--- src/hw/mie_pkg.sv ---
/*
 * Shared constants and types for the 8-bit core's decode and execute logic:
 * opcode field layout, instruction and ALU operation enumerations, widths and
 * reset values.
 * Assumes nothing of its surroundings; imported whole by every design module.
 */
package mie_pkg;

    localparam int PC_W = 12;
    localparam int DATA_W = 8;
    localparam int OP_W = 16;
    localparam int STACK_DEPTH = 8;
    localparam int STACK_PTR_W = 3;

    // opcode field positions
    localparam int GRP_MSB = 15;
    localparam int GRP_LSB = 14;
    localparam int REG_OP_MSB = 13;
    localparam int REG_OP_LSB = 9;
    localparam int DEST_POS = 8;
    localparam int BIT_OP_MSB = 13;
    localparam int BIT_OP_LSB = 12;
    localparam int BIT_SEL_MSB = 10;
    localparam int BIT_SEL_LSB = 8;
    localparam int JMP_OP_MSB = 13;
    localparam int JMP_OP_LSB = 12;
    localparam int LIT_OP_MSB = 13;
    localparam int LIT_OP_LSB = 8;
    localparam int ADDR_MSB = 7;
    localparam int TARGET_MSB = 11;

    localparam logic [1:0] GRP_REG = 2'h0;
    localparam logic [1:0] GRP_BIT = 2'h1;
    localparam logic [1:0] GRP_JMP = 2'h2;
    localparam logic [1:0] GRP_LIT = 2'h3;

    localparam logic DEST_ACC = 1'h0;
    localparam logic DEST_MEM = 1'h1;

    // sizes of each opcode group and where each starts in the enumeration
    localparam int INSTR_COUNT = 37;
    localparam int REG_OPS = 17;
    localparam int BIT_OPS = 4;
    localparam int JMP_OPS = 2;
    localparam int LIT_OPS = 14;
    localparam int REG_BASE = 0;
    localparam int BIT_BASE = REG_BASE + REG_OPS;
    localparam int JMP_BASE = BIT_BASE + BIT_OPS;
    localparam int LIT_BASE = JMP_BASE + JMP_OPS;

    localparam logic [PC_W-1:0] PC_RESET = 12'h000;
    localparam logic [DATA_W-1:0] ACC_RESET = 8'h00;
    localparam logic FLAG_RESET = 1'h0;
    localparam logic [DATA_W-1:0] REL_JUMP_NEG_THRESHOLD = 8'h80;

    typedef enum logic [5:0] {
        I_ADD_REG_TO_MEM, I_ADD_WITH_CARRY_OP, I_SUBTRACT_REG_OP, I_SUB_BORROW_REG,
        I_AND_REG_OP, I_OR_REG_OP, I_XOR_REG_OP, I_DECREMENT_OP, I_INCREMENT_OP,
        I_DECREMENT_SKIP_ZERO, I_INCREMENT_SKIP_ZERO, I_INVERT_REG, I_ROTATE_LEFT,
        I_ROTATE_RIGHT, I_LOAD_ACC, I_STORE_ACC, I_CLEAR_REG,
        I_BIT_CLEAR, I_BIT_SET, I_TEST_SKIP_CLEAR, I_TEST_SKIP_SET,
        I_SUB_CALL, I_JUMP_ABS,
        I_ADD_LIT, I_AND_LIT, I_OR_LIT, I_XOR_LIT, I_LOAD_LIT, I_SUB_LIT, I_RETURN_LIT,
        I_RELATIVE_JUMP_OP, I_WATCHDOG_CLEAR_OP, I_HALT, I_SLEEP, I_NOP,
        I_INTERRUPT_RETURN_OP, I_RETURN, I_ILLEGAL
    } mie_instr_type;

    typedef enum logic [3:0] {
        ALU_ADD, ALU_ADDC, ALU_SUB, ALU_SUBC, ALU_AND, ALU_OR, ALU_XOR,
        ALU_DEC, ALU_INC, ALU_COM, ALU_RL, ALU_RR, ALU_PASS
    } mie_alu_type;

    typedef enum logic [1:0] {ST_RUN, ST_HALT, ST_SLEEP} mie_state_type;

endpackage

--- src/hw/mie_alu.sv ---
/*
 * Combinational 8-bit ALU of the core: add, add with carry, subtract,
 * logic, increment, decrement, invert and rotate through carry.
 * Assumes the caller registers the results; a is the memory operand or
 * literal, b the accumulator.
 */
`timescale 1ns/100ps
`default_nettype none

module mie_alu
    import mie_pkg::*;
(
    input wire mie_alu_type op,
    input wire logic [DATA_W-1:0] a,
    input wire logic [DATA_W-1:0] b,
    input wire logic cin,
    output logic [DATA_W-1:0] res,
    output logic c_out,
    output logic nib_out,
    output logic z_out
);

    logic [DATA_W-1:0] bop;
    logic cy;
    logic [DATA_W:0] sum;
    logic [4:0] nib;

    always_comb begin
        bop = b;
        cy = 1'b0;
        sum = 9'h000;
        nib = 5'h00;
        res = a;
        c_out = cin;
        nib_out = 1'b0;
        case (op)
            ALU_ADD, ALU_ADDC, ALU_SUB, ALU_SUBC: begin
                // subtract is a plus inverted b; carry out means no borrow
                if (op == ALU_SUB || op == ALU_SUBC) begin
                    bop = ~b;
                end
                if (op == ALU_SUB) begin
                    cy = 1'b1;
                end else if (op == ALU_ADD) begin
                    cy = 1'b0;
                end else begin
                    cy = cin;
                end
                sum = {1'b0, a} + {1'b0, bop} + {8'h00, cy};
                nib = {1'b0, a[3:0]} + {1'b0, bop[3:0]} + {4'h0, cy};
                res = sum[DATA_W-1:0];
                c_out = sum[DATA_W];
                nib_out = nib[4];
            end
            ALU_AND: res = a & b;
            ALU_OR: res = a | b;
            ALU_XOR: res = a ^ b;
            ALU_DEC: res = a - 8'h01;
            ALU_INC: res = a + 8'h01;
            ALU_COM: res = ~a;
            ALU_RL: begin
                res = {a[6:0], cin};
                c_out = a[7];
            end
            ALU_RR: begin
                res = {cin, a[7:1]};
                c_out = a[0];
            end
            default: res = a;
        endcase
        z_out = (res == 8'h00);
    end

endmodule

`default_nettype wire

--- src/hw/mie_core.sv ---
/*
 * Decode and execute core of a small 8-bit controller: 37 instructions in
 * 16-bit opcodes, accumulator plus data memory, return stack, halt and sleep.
 * Assumes program memory and data memory answer combinationally to the
 * addresses this block drives from flip-flops; interrupt inputs are async.
 */
// How it works
// - all 37 instructions decoded from one 16-bit opcode word each
// - destination bit low writes accumulator, high writes the memory location, except load, store and clear, which ignore it
// - register add: memory plus accumulator, one cycle, carry nibble-carry zero
// - add with carry: memory plus accumulator plus carry, one cycle, three flags
// - register subtract: memory minus accumulator, one cycle, three flags
// - register and, one cycle, only zero flag changes
// - register or, one cycle, only zero flag changes
// - register xor, one cycle, only zero flag changes
// - decrement memory operand, one cycle, zero flag updated
// - increment memory operand, one cycle, zero flag updated
// - decrement and skip next on zero, one or two cycles, no flags
// - increment and skip next on zero, one or two cycles, no flags
// - call pushes next address and loads literal target, two cycles
// - relative jump loads pc plus one plus accumulator, two cycles, no flags
// - accumulator at or above threshold counts negative, jump goes backward
// - watchdog clear pulses counter reset in one cycle, clears power-down flag, other flags untouched
// - halt freezes pc and fetching until any interrupt, then resumes
// - sleep stops oscillators, sets power-down flag, wakes on external irq
`timescale 1ns/100ps
`default_nettype none

module mie_core
    import mie_pkg::*;
(
    input wire logic clk,
    input wire logic rst_n,
    input wire logic [OP_W-1:0] prog_data,
    input wire logic [DATA_W-1:0] mem_rdata,
    input wire logic irq_req,
    input wire logic ext_irq,
    output logic [PC_W-1:0] prog_addr,
    output logic [DATA_W-1:0] mem_raddr,
    output logic [DATA_W-1:0] mem_waddr,
    output logic [DATA_W-1:0] mem_wdata,
    output logic mem_we,
    output logic [DATA_W-1:0] acc_out,
    output logic carry_flag,
    output logic nibble_carry_flag,
    output logic zero_flag,
    output logic sleep_entry_flag,
    output logic global_irq_enable,
    output logic wdt_clear,
    output logic osc_stop,
    output logic cpu_halted
);

    function automatic mie_instr_type decode_instr(input logic [OP_W-1:0] op);
        mie_instr_type k;
        k = I_ILLEGAL;
        case (op[GRP_MSB:GRP_LSB])
            GRP_REG: begin
                if (int'(op[REG_OP_MSB:REG_OP_LSB]) < REG_OPS) begin
                    k = mie_instr_type'(REG_BASE + int'(op[REG_OP_MSB:REG_OP_LSB]));
                end
            end
            GRP_BIT: k = mie_instr_type'(BIT_BASE + int'(op[BIT_OP_MSB:BIT_OP_LSB]));
            GRP_JMP: begin
                if (int'(op[JMP_OP_MSB:JMP_OP_LSB]) < JMP_OPS) begin
                    k = mie_instr_type'(JMP_BASE + int'(op[JMP_OP_MSB:JMP_OP_LSB]));
                end
            end
            default: begin
                if (int'(op[LIT_OP_MSB:LIT_OP_LSB]) < LIT_OPS) begin
                    k = mie_instr_type'(LIT_BASE + int'(op[LIT_OP_MSB:LIT_OP_LSB]));
                end
            end
        endcase
        return k;
    endfunction

    mie_state_type state_reg, state_next;
    logic [PC_W-1:0] pc_reg;
    logic [OP_W-1:0] ir_reg;
    logic ir_valid_reg;
    logic [DATA_W-1:0] w_reg;
    logic carry_reg, nib_reg, zero_reg, sleep_flag_reg, irq_en_reg;
    logic mem_we_reg, wdt_clear_reg, osc_stop_reg, halted_reg;
    logic [DATA_W-1:0] mem_waddr_reg, mem_wdata_reg;
    logic [PC_W-1:0] stack_mem [STACK_DEPTH];
    logic [STACK_PTR_W-1:0] sp_reg;
    logic [1:0] irq_meta, irq_sync;

    mie_instr_type kind;
    mie_alu_type alu_op;
    logic exec, d_mem, wake_halt;
    logic [DATA_W-1:0] f_addr, lit, operand, alu_a, alu_res;
    logic [2:0] bit_sel;
    logic alu_c, alu_nib, alu_z;
    logic [DATA_W-1:0] w_next, wr_data;
    logic c_next, nib_next, z_next, irq_en_next;
    logic wr_en, skip, jump, push, pop, to_halt, to_sleep, wdt_req;
    logic [PC_W-1:0] target, stack_top, rel_ofs;

    assign exec = ir_valid_reg && (state_reg == ST_RUN);
    assign kind = decode_instr(ir_reg);
    assign f_addr = ir_reg[ADDR_MSB:0];
    assign lit = ir_reg[ADDR_MSB:0];
    assign d_mem = ir_reg[DEST_POS];
    assign bit_sel = ir_reg[BIT_SEL_MSB:BIT_SEL_LSB];
    // a write still in flight to the same address is forwarded
    assign operand = (mem_we_reg && mem_waddr_reg == f_addr) ? mem_wdata_reg : mem_rdata;
    assign stack_top = stack_mem[sp_reg - 3'h1];
    assign wake_halt = irq_sync[0] || irq_sync[1];
    assign rel_ofs = (w_reg >= REL_JUMP_NEG_THRESHOLD) ? {4'hf, w_reg} : {4'h0, w_reg};

    always_comb begin
        alu_op = ALU_PASS;
        alu_a = operand;
        case (kind)
            I_ADD_REG_TO_MEM: alu_op = ALU_ADD;
            I_ADD_WITH_CARRY_OP: alu_op = ALU_ADDC;
            I_SUBTRACT_REG_OP: alu_op = ALU_SUB;
            I_SUB_BORROW_REG: alu_op = ALU_SUBC;
            I_AND_REG_OP: alu_op = ALU_AND;
            I_OR_REG_OP: alu_op = ALU_OR;
            I_XOR_REG_OP: alu_op = ALU_XOR;
            I_DECREMENT_OP, I_DECREMENT_SKIP_ZERO: alu_op = ALU_DEC;
            I_INCREMENT_OP, I_INCREMENT_SKIP_ZERO: alu_op = ALU_INC;
            I_INVERT_REG: alu_op = ALU_COM;
            I_ROTATE_LEFT: alu_op = ALU_RL;
            I_ROTATE_RIGHT: alu_op = ALU_RR;
            default: alu_op = ALU_PASS;
        endcase
        case (kind)
            I_ADD_LIT: alu_op = ALU_ADD;
            I_SUB_LIT: alu_op = ALU_SUB;
            I_AND_LIT: alu_op = ALU_AND;
            I_OR_LIT: alu_op = ALU_OR;
            I_XOR_LIT: alu_op = ALU_XOR;
            default: alu_op = alu_op;
        endcase
        if (ir_reg[GRP_MSB:GRP_LSB] == GRP_LIT) begin
            alu_a = lit;
        end
    end

    mie_alu mie_alu_inst (
        .op(alu_op),
        .a(alu_a),
        .b(w_reg),
        .cin(carry_reg),
        .res(alu_res),
        .c_out(alu_c),
        .nib_out(alu_nib),
        .z_out(alu_z)
    );

    always_comb begin
        w_next = w_reg;
        c_next = carry_reg;
        nib_next = nib_reg;
        z_next = zero_reg;
        irq_en_next = irq_en_reg;
        wr_en = 1'b0;
        wr_data = alu_res;
        skip = 1'b0;
        jump = 1'b0;
        target = pc_reg;
        push = 1'b0;
        pop = 1'b0;
        to_halt = 1'b0;
        to_sleep = 1'b0;
        wdt_req = 1'b0;
        case (kind)
            I_ADD_REG_TO_MEM, I_ADD_WITH_CARRY_OP, I_SUBTRACT_REG_OP, I_SUB_BORROW_REG,
            I_AND_REG_OP, I_OR_REG_OP, I_XOR_REG_OP, I_DECREMENT_OP, I_INCREMENT_OP,
            I_INVERT_REG, I_ROTATE_LEFT, I_ROTATE_RIGHT,
            I_DECREMENT_SKIP_ZERO, I_INCREMENT_SKIP_ZERO: begin
                if (d_mem == DEST_MEM) begin
                    wr_en = 1'b1;
                end else begin
                    w_next = alu_res;
                end
                if (kind inside {I_ADD_REG_TO_MEM, I_ADD_WITH_CARRY_OP,
                                 I_SUBTRACT_REG_OP, I_SUB_BORROW_REG}) begin
                    c_next = alu_c;
                    nib_next = alu_nib;
                end
                if (kind inside {I_ROTATE_LEFT, I_ROTATE_RIGHT}) begin
                    c_next = alu_c;
                end
                if (kind inside {I_DECREMENT_SKIP_ZERO, I_INCREMENT_SKIP_ZERO}) begin
                    skip = alu_z;
                end else begin
                    z_next = alu_z;
                end
            end
            I_LOAD_ACC: w_next = operand;
            I_STORE_ACC: begin
                wr_en = 1'b1;
                wr_data = w_reg;
            end
            I_CLEAR_REG: begin
                wr_en = 1'b1;
                wr_data = 8'h00;
                z_next = 1'b1;
            end
            I_BIT_CLEAR, I_BIT_SET: begin
                wr_en = 1'b1;
                wr_data = operand;
                wr_data[bit_sel] = (kind == I_BIT_SET);
            end
            I_TEST_SKIP_CLEAR: skip = !operand[bit_sel];
            I_TEST_SKIP_SET: skip = operand[bit_sel];
            I_SUB_CALL: begin
                push = 1'b1;
                jump = 1'b1;
                target = ir_reg[TARGET_MSB:0];
            end
            I_JUMP_ABS: begin
                jump = 1'b1;
                target = ir_reg[TARGET_MSB:0];
            end
            I_ADD_LIT, I_SUB_LIT: begin
                w_next = alu_res;
                c_next = alu_c;
                nib_next = alu_nib;
                z_next = alu_z;
            end
            I_AND_LIT, I_OR_LIT, I_XOR_LIT: begin
                w_next = alu_res;
                z_next = alu_z;
            end
            I_LOAD_LIT: w_next = lit;
            I_RETURN_LIT, I_RETURN, I_INTERRUPT_RETURN_OP: begin
                pop = 1'b1;
                jump = 1'b1;
                target = stack_top;
                if (kind == I_RETURN_LIT) begin
                    w_next = lit;
                end
                if (kind == I_INTERRUPT_RETURN_OP) begin
                    irq_en_next = 1'b1;
                end
            end
            I_RELATIVE_JUMP_OP: begin
                jump = 1'b1;
                target = pc_reg + rel_ofs;
            end
            I_WATCHDOG_CLEAR_OP: wdt_req = 1'b1;
            I_HALT: to_halt = 1'b1;
            I_SLEEP: to_sleep = 1'b1;
            default: w_next = w_reg;
        endcase
    end

    always_comb begin
        state_next = state_reg;
        case (state_reg)
            ST_RUN: begin
                if (exec && to_halt) begin
                    state_next = ST_HALT;
                end else if (exec && to_sleep) begin
                    state_next = ST_SLEEP;
                end
            end
            ST_HALT: begin
                if (wake_halt) begin
                    state_next = ST_RUN;
                end
            end
            default: begin
                if (irq_sync[1]) begin
                    state_next = ST_RUN;
                end
            end
        endcase
    end

    // interrupt inputs: bit 0 internal request, bit 1 external pin
    always_ff @(posedge clk or negedge rst_n) begin
        if (!rst_n) begin
            irq_meta <= 2'h0;
            irq_sync <= 2'h0;
        end else begin
            irq_meta <= {ext_irq, irq_req};
            irq_sync <= irq_meta;
        end
    end

    always_ff @(posedge clk or negedge rst_n) begin
        if (!rst_n) begin
            state_reg <= ST_RUN;
            osc_stop_reg <= 1'b0;
            halted_reg <= 1'b0;
            pc_reg <= PC_RESET;
            ir_reg <= 16'h0000;
            ir_valid_reg <= 1'b0;
        end else begin
            state_reg <= state_next;
            osc_stop_reg <= (state_next == ST_SLEEP);
            halted_reg <= (state_next == ST_HALT);
            if (state_reg == ST_RUN) begin
                ir_reg <= prog_data;
                if (exec && jump) begin
                    pc_reg <= target;
                end else if (!(exec && (to_halt || to_sleep))) begin
                    pc_reg <= pc_reg + 12'h001;
                end
                // the slot behind a taken branch or skip is discarded
                ir_valid_reg <= !(exec && (jump || skip || to_halt || to_sleep));
            end else begin
                ir_valid_reg <= 1'b0;
            end
        end
    end

    always_ff @(posedge clk or negedge rst_n) begin
        if (!rst_n) begin
            w_reg <= ACC_RESET;
            carry_reg <= FLAG_RESET;
            nib_reg <= FLAG_RESET;
            zero_reg <= FLAG_RESET;
            irq_en_reg <= FLAG_RESET;
            mem_we_reg <= 1'b0;
            mem_waddr_reg <= 8'h00;
            mem_wdata_reg <= 8'h00;
            wdt_clear_reg <= 1'b0;
            sleep_flag_reg <= FLAG_RESET;
        end else begin
            mem_we_reg <= exec && wr_en;
            wdt_clear_reg <= exec && wdt_req;
            if (exec) begin
                w_reg <= w_next;
                carry_reg <= c_next;
                nib_reg <= nib_next;
                zero_reg <= z_next;
                irq_en_reg <= irq_en_next;
                mem_waddr_reg <= f_addr;
                mem_wdata_reg <= wr_data;
            end
            if (exec && to_sleep) begin
                sleep_flag_reg <= 1'b1;
            end else if (exec && wdt_req) begin
                sleep_flag_reg <= 1'b0;
            end
        end
    end

    always_ff @(posedge clk or negedge rst_n) begin
        if (!rst_n) begin
            sp_reg <= 3'h0;
            for (int i = 0; i < STACK_DEPTH; i++) begin
                stack_mem[i] <= PC_RESET;
            end
        end else if (exec && push) begin
            stack_mem[sp_reg] <= pc_reg;
            sp_reg <= sp_reg + 3'h1;
        end else if (exec && pop) begin
            sp_reg <= sp_reg - 3'h1;
        end
    end

    assign prog_addr = pc_reg;
    assign mem_raddr = ir_reg[ADDR_MSB:0];
    assign mem_waddr = mem_waddr_reg;
    assign mem_wdata = mem_wdata_reg;
    assign mem_we = mem_we_reg;
    assign acc_out = w_reg;
    assign carry_flag = carry_reg;
    assign nibble_carry_flag = nib_reg;
    assign zero_flag = zero_reg;
    assign sleep_entry_flag = sleep_flag_reg;
    assign global_irq_enable = irq_en_reg;
    assign wdt_clear = wdt_clear_reg;
    assign osc_stop = osc_stop_reg;
    assign cpu_halted = halted_reg;
endmodule

`default_nettype wire

--- config.mk ---
export PLATFORM = sky130hd
export DESIGN_NAME = mie_core
export DESIGN_NICKNAME = d
export VERILOG_FILES = /design/src/hw/mie_pkg.sv /design/src/hw/mie_alu.sv /design/src/hw/mie_core.sv
export SDC_FILE = /design/constraint.sdc
export NUM_CORES = 1
export LEC_CHECK = 0
export BUFFER_PORTS_ARGS = -buffer_cell sky130_fd_sc_hd__buf_4
export CAP_MARGIN = 0
export CORE_MARGIN = 5
export CORE_UTILIZATION = 44
export CTS_CLUSTER_DIAMETER = 40
export DETAILED_ROUTE_END_ITERATION = 8
export PLACE_DENSITY = 0.63
export SYNTH_ARGS = -nofsm -noshare
export SYNTH_HDL_FRONTEND = slang
export SYNTH_SLANG_ARGS = --single-unit
--- constraint.sdc ---
create_clock -name clk -period 5.75 [get_ports clk]
set_input_delay 0.2875 -clock clk [delete_from_list [all_inputs] [get_ports clk]]
set_output_delay 0.2875 -clock clk [all_outputs]
set_load 0.1 [all_outputs]
==> flow_summary.yaml <==
outcome:
  status: "finished clean"
sta:
  hold_violations: 0
  tns_ns: 0
  worst_pin_slew_ns: 1.12
  max_freq_mhz: 181
  drv_slew: 0
  min_period_ns: 5.53
  setup_viol: 0
  fin_crit_sh: 0.961
  fin_skew_ns: 0.0161
  relSlewSlack: 0.252
die:
  die_x_um: 170
  fp-row-count: 58
  dieArea_mm2: 0.0288
  die_h_um: 170
  start_util: 0.446
  core_area_mm2: 0.0252
  io_pins: 81
critical_path:
  cp-start-kind: "flop"
  r2r_slack_ns: 0.22
  cp.required_ns: 6.07
  crit_arrival_ns: 5.84
  worst-path-max-fanout: 4
  critPathBufInv: 1
  cpPeakStageDelay_ns: 0.44
  crit_family: "compound AO/OA/AOI/OAI gates"
  worst-setup-path-type: "flop to flop"
  end_kind: "flop"
  critical-path-slowest-cell: "fa_1"
  crit_chain: "inv_1 > ha_2 > o31ai_2 > a311oi_4 > or2_4 > nand2_1 > o32a_2 > a21oi_4 > nand2_4 > xnor2_1 > fa_1 > fa_2 > a21o_1 > a21o_1 > a21oi_1 > nor2_1 > nor2_2 > xnor2_1 > a221o_1 > or4_1 > or4_1 > o311a_1"
drt:
  avgViaCountPerCell: 6.02
  drc: 0
  ant_nets: 0
  routedWlPerCell_um: 22.1
  drtIter0Drc: 1014
  vias: 9392
  dr.pass1.iters: 7
  wirelength_mm: 34.5
clocking:
  tritoncts: "done"
  clockRootBuffer: "clkbuf_16"
  path_clk_slew_ns: 0.07
  numCtsBuffers: 17
  insertion_delay_ns: 0.44
  ctsLongestPathBuffers: 2
  h-tree-depth: 4
  clkSinkCount: 167
global_routing:
  grt_max_degree: 77
  grt_pass1_vias: 9201
  grt_use_total: 0.240
  grt_overflow_total: 0
  antenna_found_initial: 0
  grt_pass1_wl_mm: 54.0
hold_path:
  hold_path.class: "primary input to flop"
final_layout:
  drive_gt1_frac: 0.300
  fillers: 2277
  largest_register_ffs: 96
  syn2layout_area_growth_pct: 17.0
  nets: 1297
  antennaDiodeCount: 0
synthesis:
  syn-num-nets: 1203
  yosysSeqAreaShare: 0.372
  async_flop_share: 1.00
  synth_seq_cells: 167
  synth_area_leaders: "dfrtp_1 (37%), mux2_2 (11%), mux4_2 (6.0%)"
  ys_top_cells_by_count: "dfrtp_1 (167), nand2_1 (114), mux2_2 (113)"
  yosys.area.top_type: "dfrtp_1"
  synth.distinct_cells: 79
  synth_area_mm2: 0.0112
  synth_top_area_share: 0.372
  synth_top_flop_cell: "dfrtp_1"
  synth_edf_count: 0
  ys.warnings.count: 0
  post-synth-top-count-cell: "dfrtp_1"
  syn_inst: 1122
  avgSynthCellArea_um2: 10.0
place:
  hpwl_mm: 24.9
  port_buffers: 80
  place_congestion: 0.984
run:
  drv_cap: 0
[cells by family after synthesis]
group	Yosys count	share of synthesized area
AOI/OAI and AO/OA	257	0.157
xor gates and xnor gates	46	0.0359
adders and majority gates	53	0.0617
buffers and inverters	113	0.0445
DFF	167	0.372
muxes	166	0.194
and+or+nand+nor	320	0.135
[area by class of cell]
cell class / count / area [um^2] / area share
clock buffers: 18 / 439 / 0.0334
clock inverters: 14 / 163 / 0.0124
inverters: 36 / 135 / 0.0103
multi-input cells: 842 / 6650 / 0.506
flip-flops and latches: 167 / 4180 / 0.318
well taps: 330 / 413 / 0.0314
repair buffers: 152 / 1150 / 0.0877
[worst reg2reg max path: stages, from the launching register on]
cell and delay, ns:
dfrtp_1 0.40, inv_1 0.13, ha_2 0.24, o31ai_2 0.11
a311oi_4 0.43, or2_4 0.22, nand2_1 0.05, o32a_2 0.35
a21oi_4 0.17, nand2_4 0.07, xnor2_1 0.15, fa_1 0.44
fa_2 0.37, a21o_1 0.16, a21o_1 0.18, a21oi_1 0.15
nor2_1 0.06, nor2_2 0.12, xnor2_1 0.09, a221o_1 0.35
or4_1 0.41, or4_1 0.44, o311a_1 0.31
[final timing paths]
kind | startpoint | end | cells past startpoint
min in group asynchronous | rst_n | osc_stop | 2
max in group asynchronous | rst_n | ir_reg[9] | 3
worst min register to register | irq_meta[0] | irq_sync[0] | 0
worst max register to register | ir_reg[12] | ir_valid_reg | 22
worst min-delay path | prog_data[15] | ir_reg[15] | 3
worst max-delay path | ir_reg[12] | ir_valid_reg | 22
[placed cells by master (no fill, tap or decap), types with 17 or more instances in the layout]
cell	n
a21oi_1	59
a221oi_1	20
buf_4	148
clkbuf_16	17
dfrtp_1	164
ha_1	47
inv_1	35
mux2_2	113
mux2i_1	23
mux4_2	30
nand2_1	113
nand3_1	33
nor2_1	76
nor3_1	17
o21ai_0	56
xnor2_1	39
[metrics by stage]
stage               cell area, um^2  instances  worst slack [ns]  hold WS (ns)   util
CTS                           13100       1558            0.0990        0.0590  0.519
global placement              12400       1523             0.199         0.336  0.494
floorplan                     11200       1122            0.0195      -0.00809      -
finish                        13100       1559             0.224        0.0612  0.522
global route                  13100       1559           -0.0471        0.0734  0.522
detailed placement            12400       1523             0.131         0.336  0.494
[layer usage]
layer | track usage | share of wire | up-vias
li1 | - | - | 4313
met5 | 0 | 0 | -
met1 | 0.321 | 0.42 | 4643
met3 | 0.0361 | 0.062 | 67
met2 | 0.402 | 0.49 | 369
met4 | 0.0784 | 0.031 | 0
[what timing repair did]
action | CTS | global route
hold endpoints to repair | 76 | 0
endpoints found under the setup margin | 0 | 2
hold buffers | 3 | 0
resized for setup | 0 | 20
buffers inserted | 0 | 1
Power is left out: the tool's default activity adds up to more than one toggle a clock period on the data nets, which glitch-free logic cannot reach.
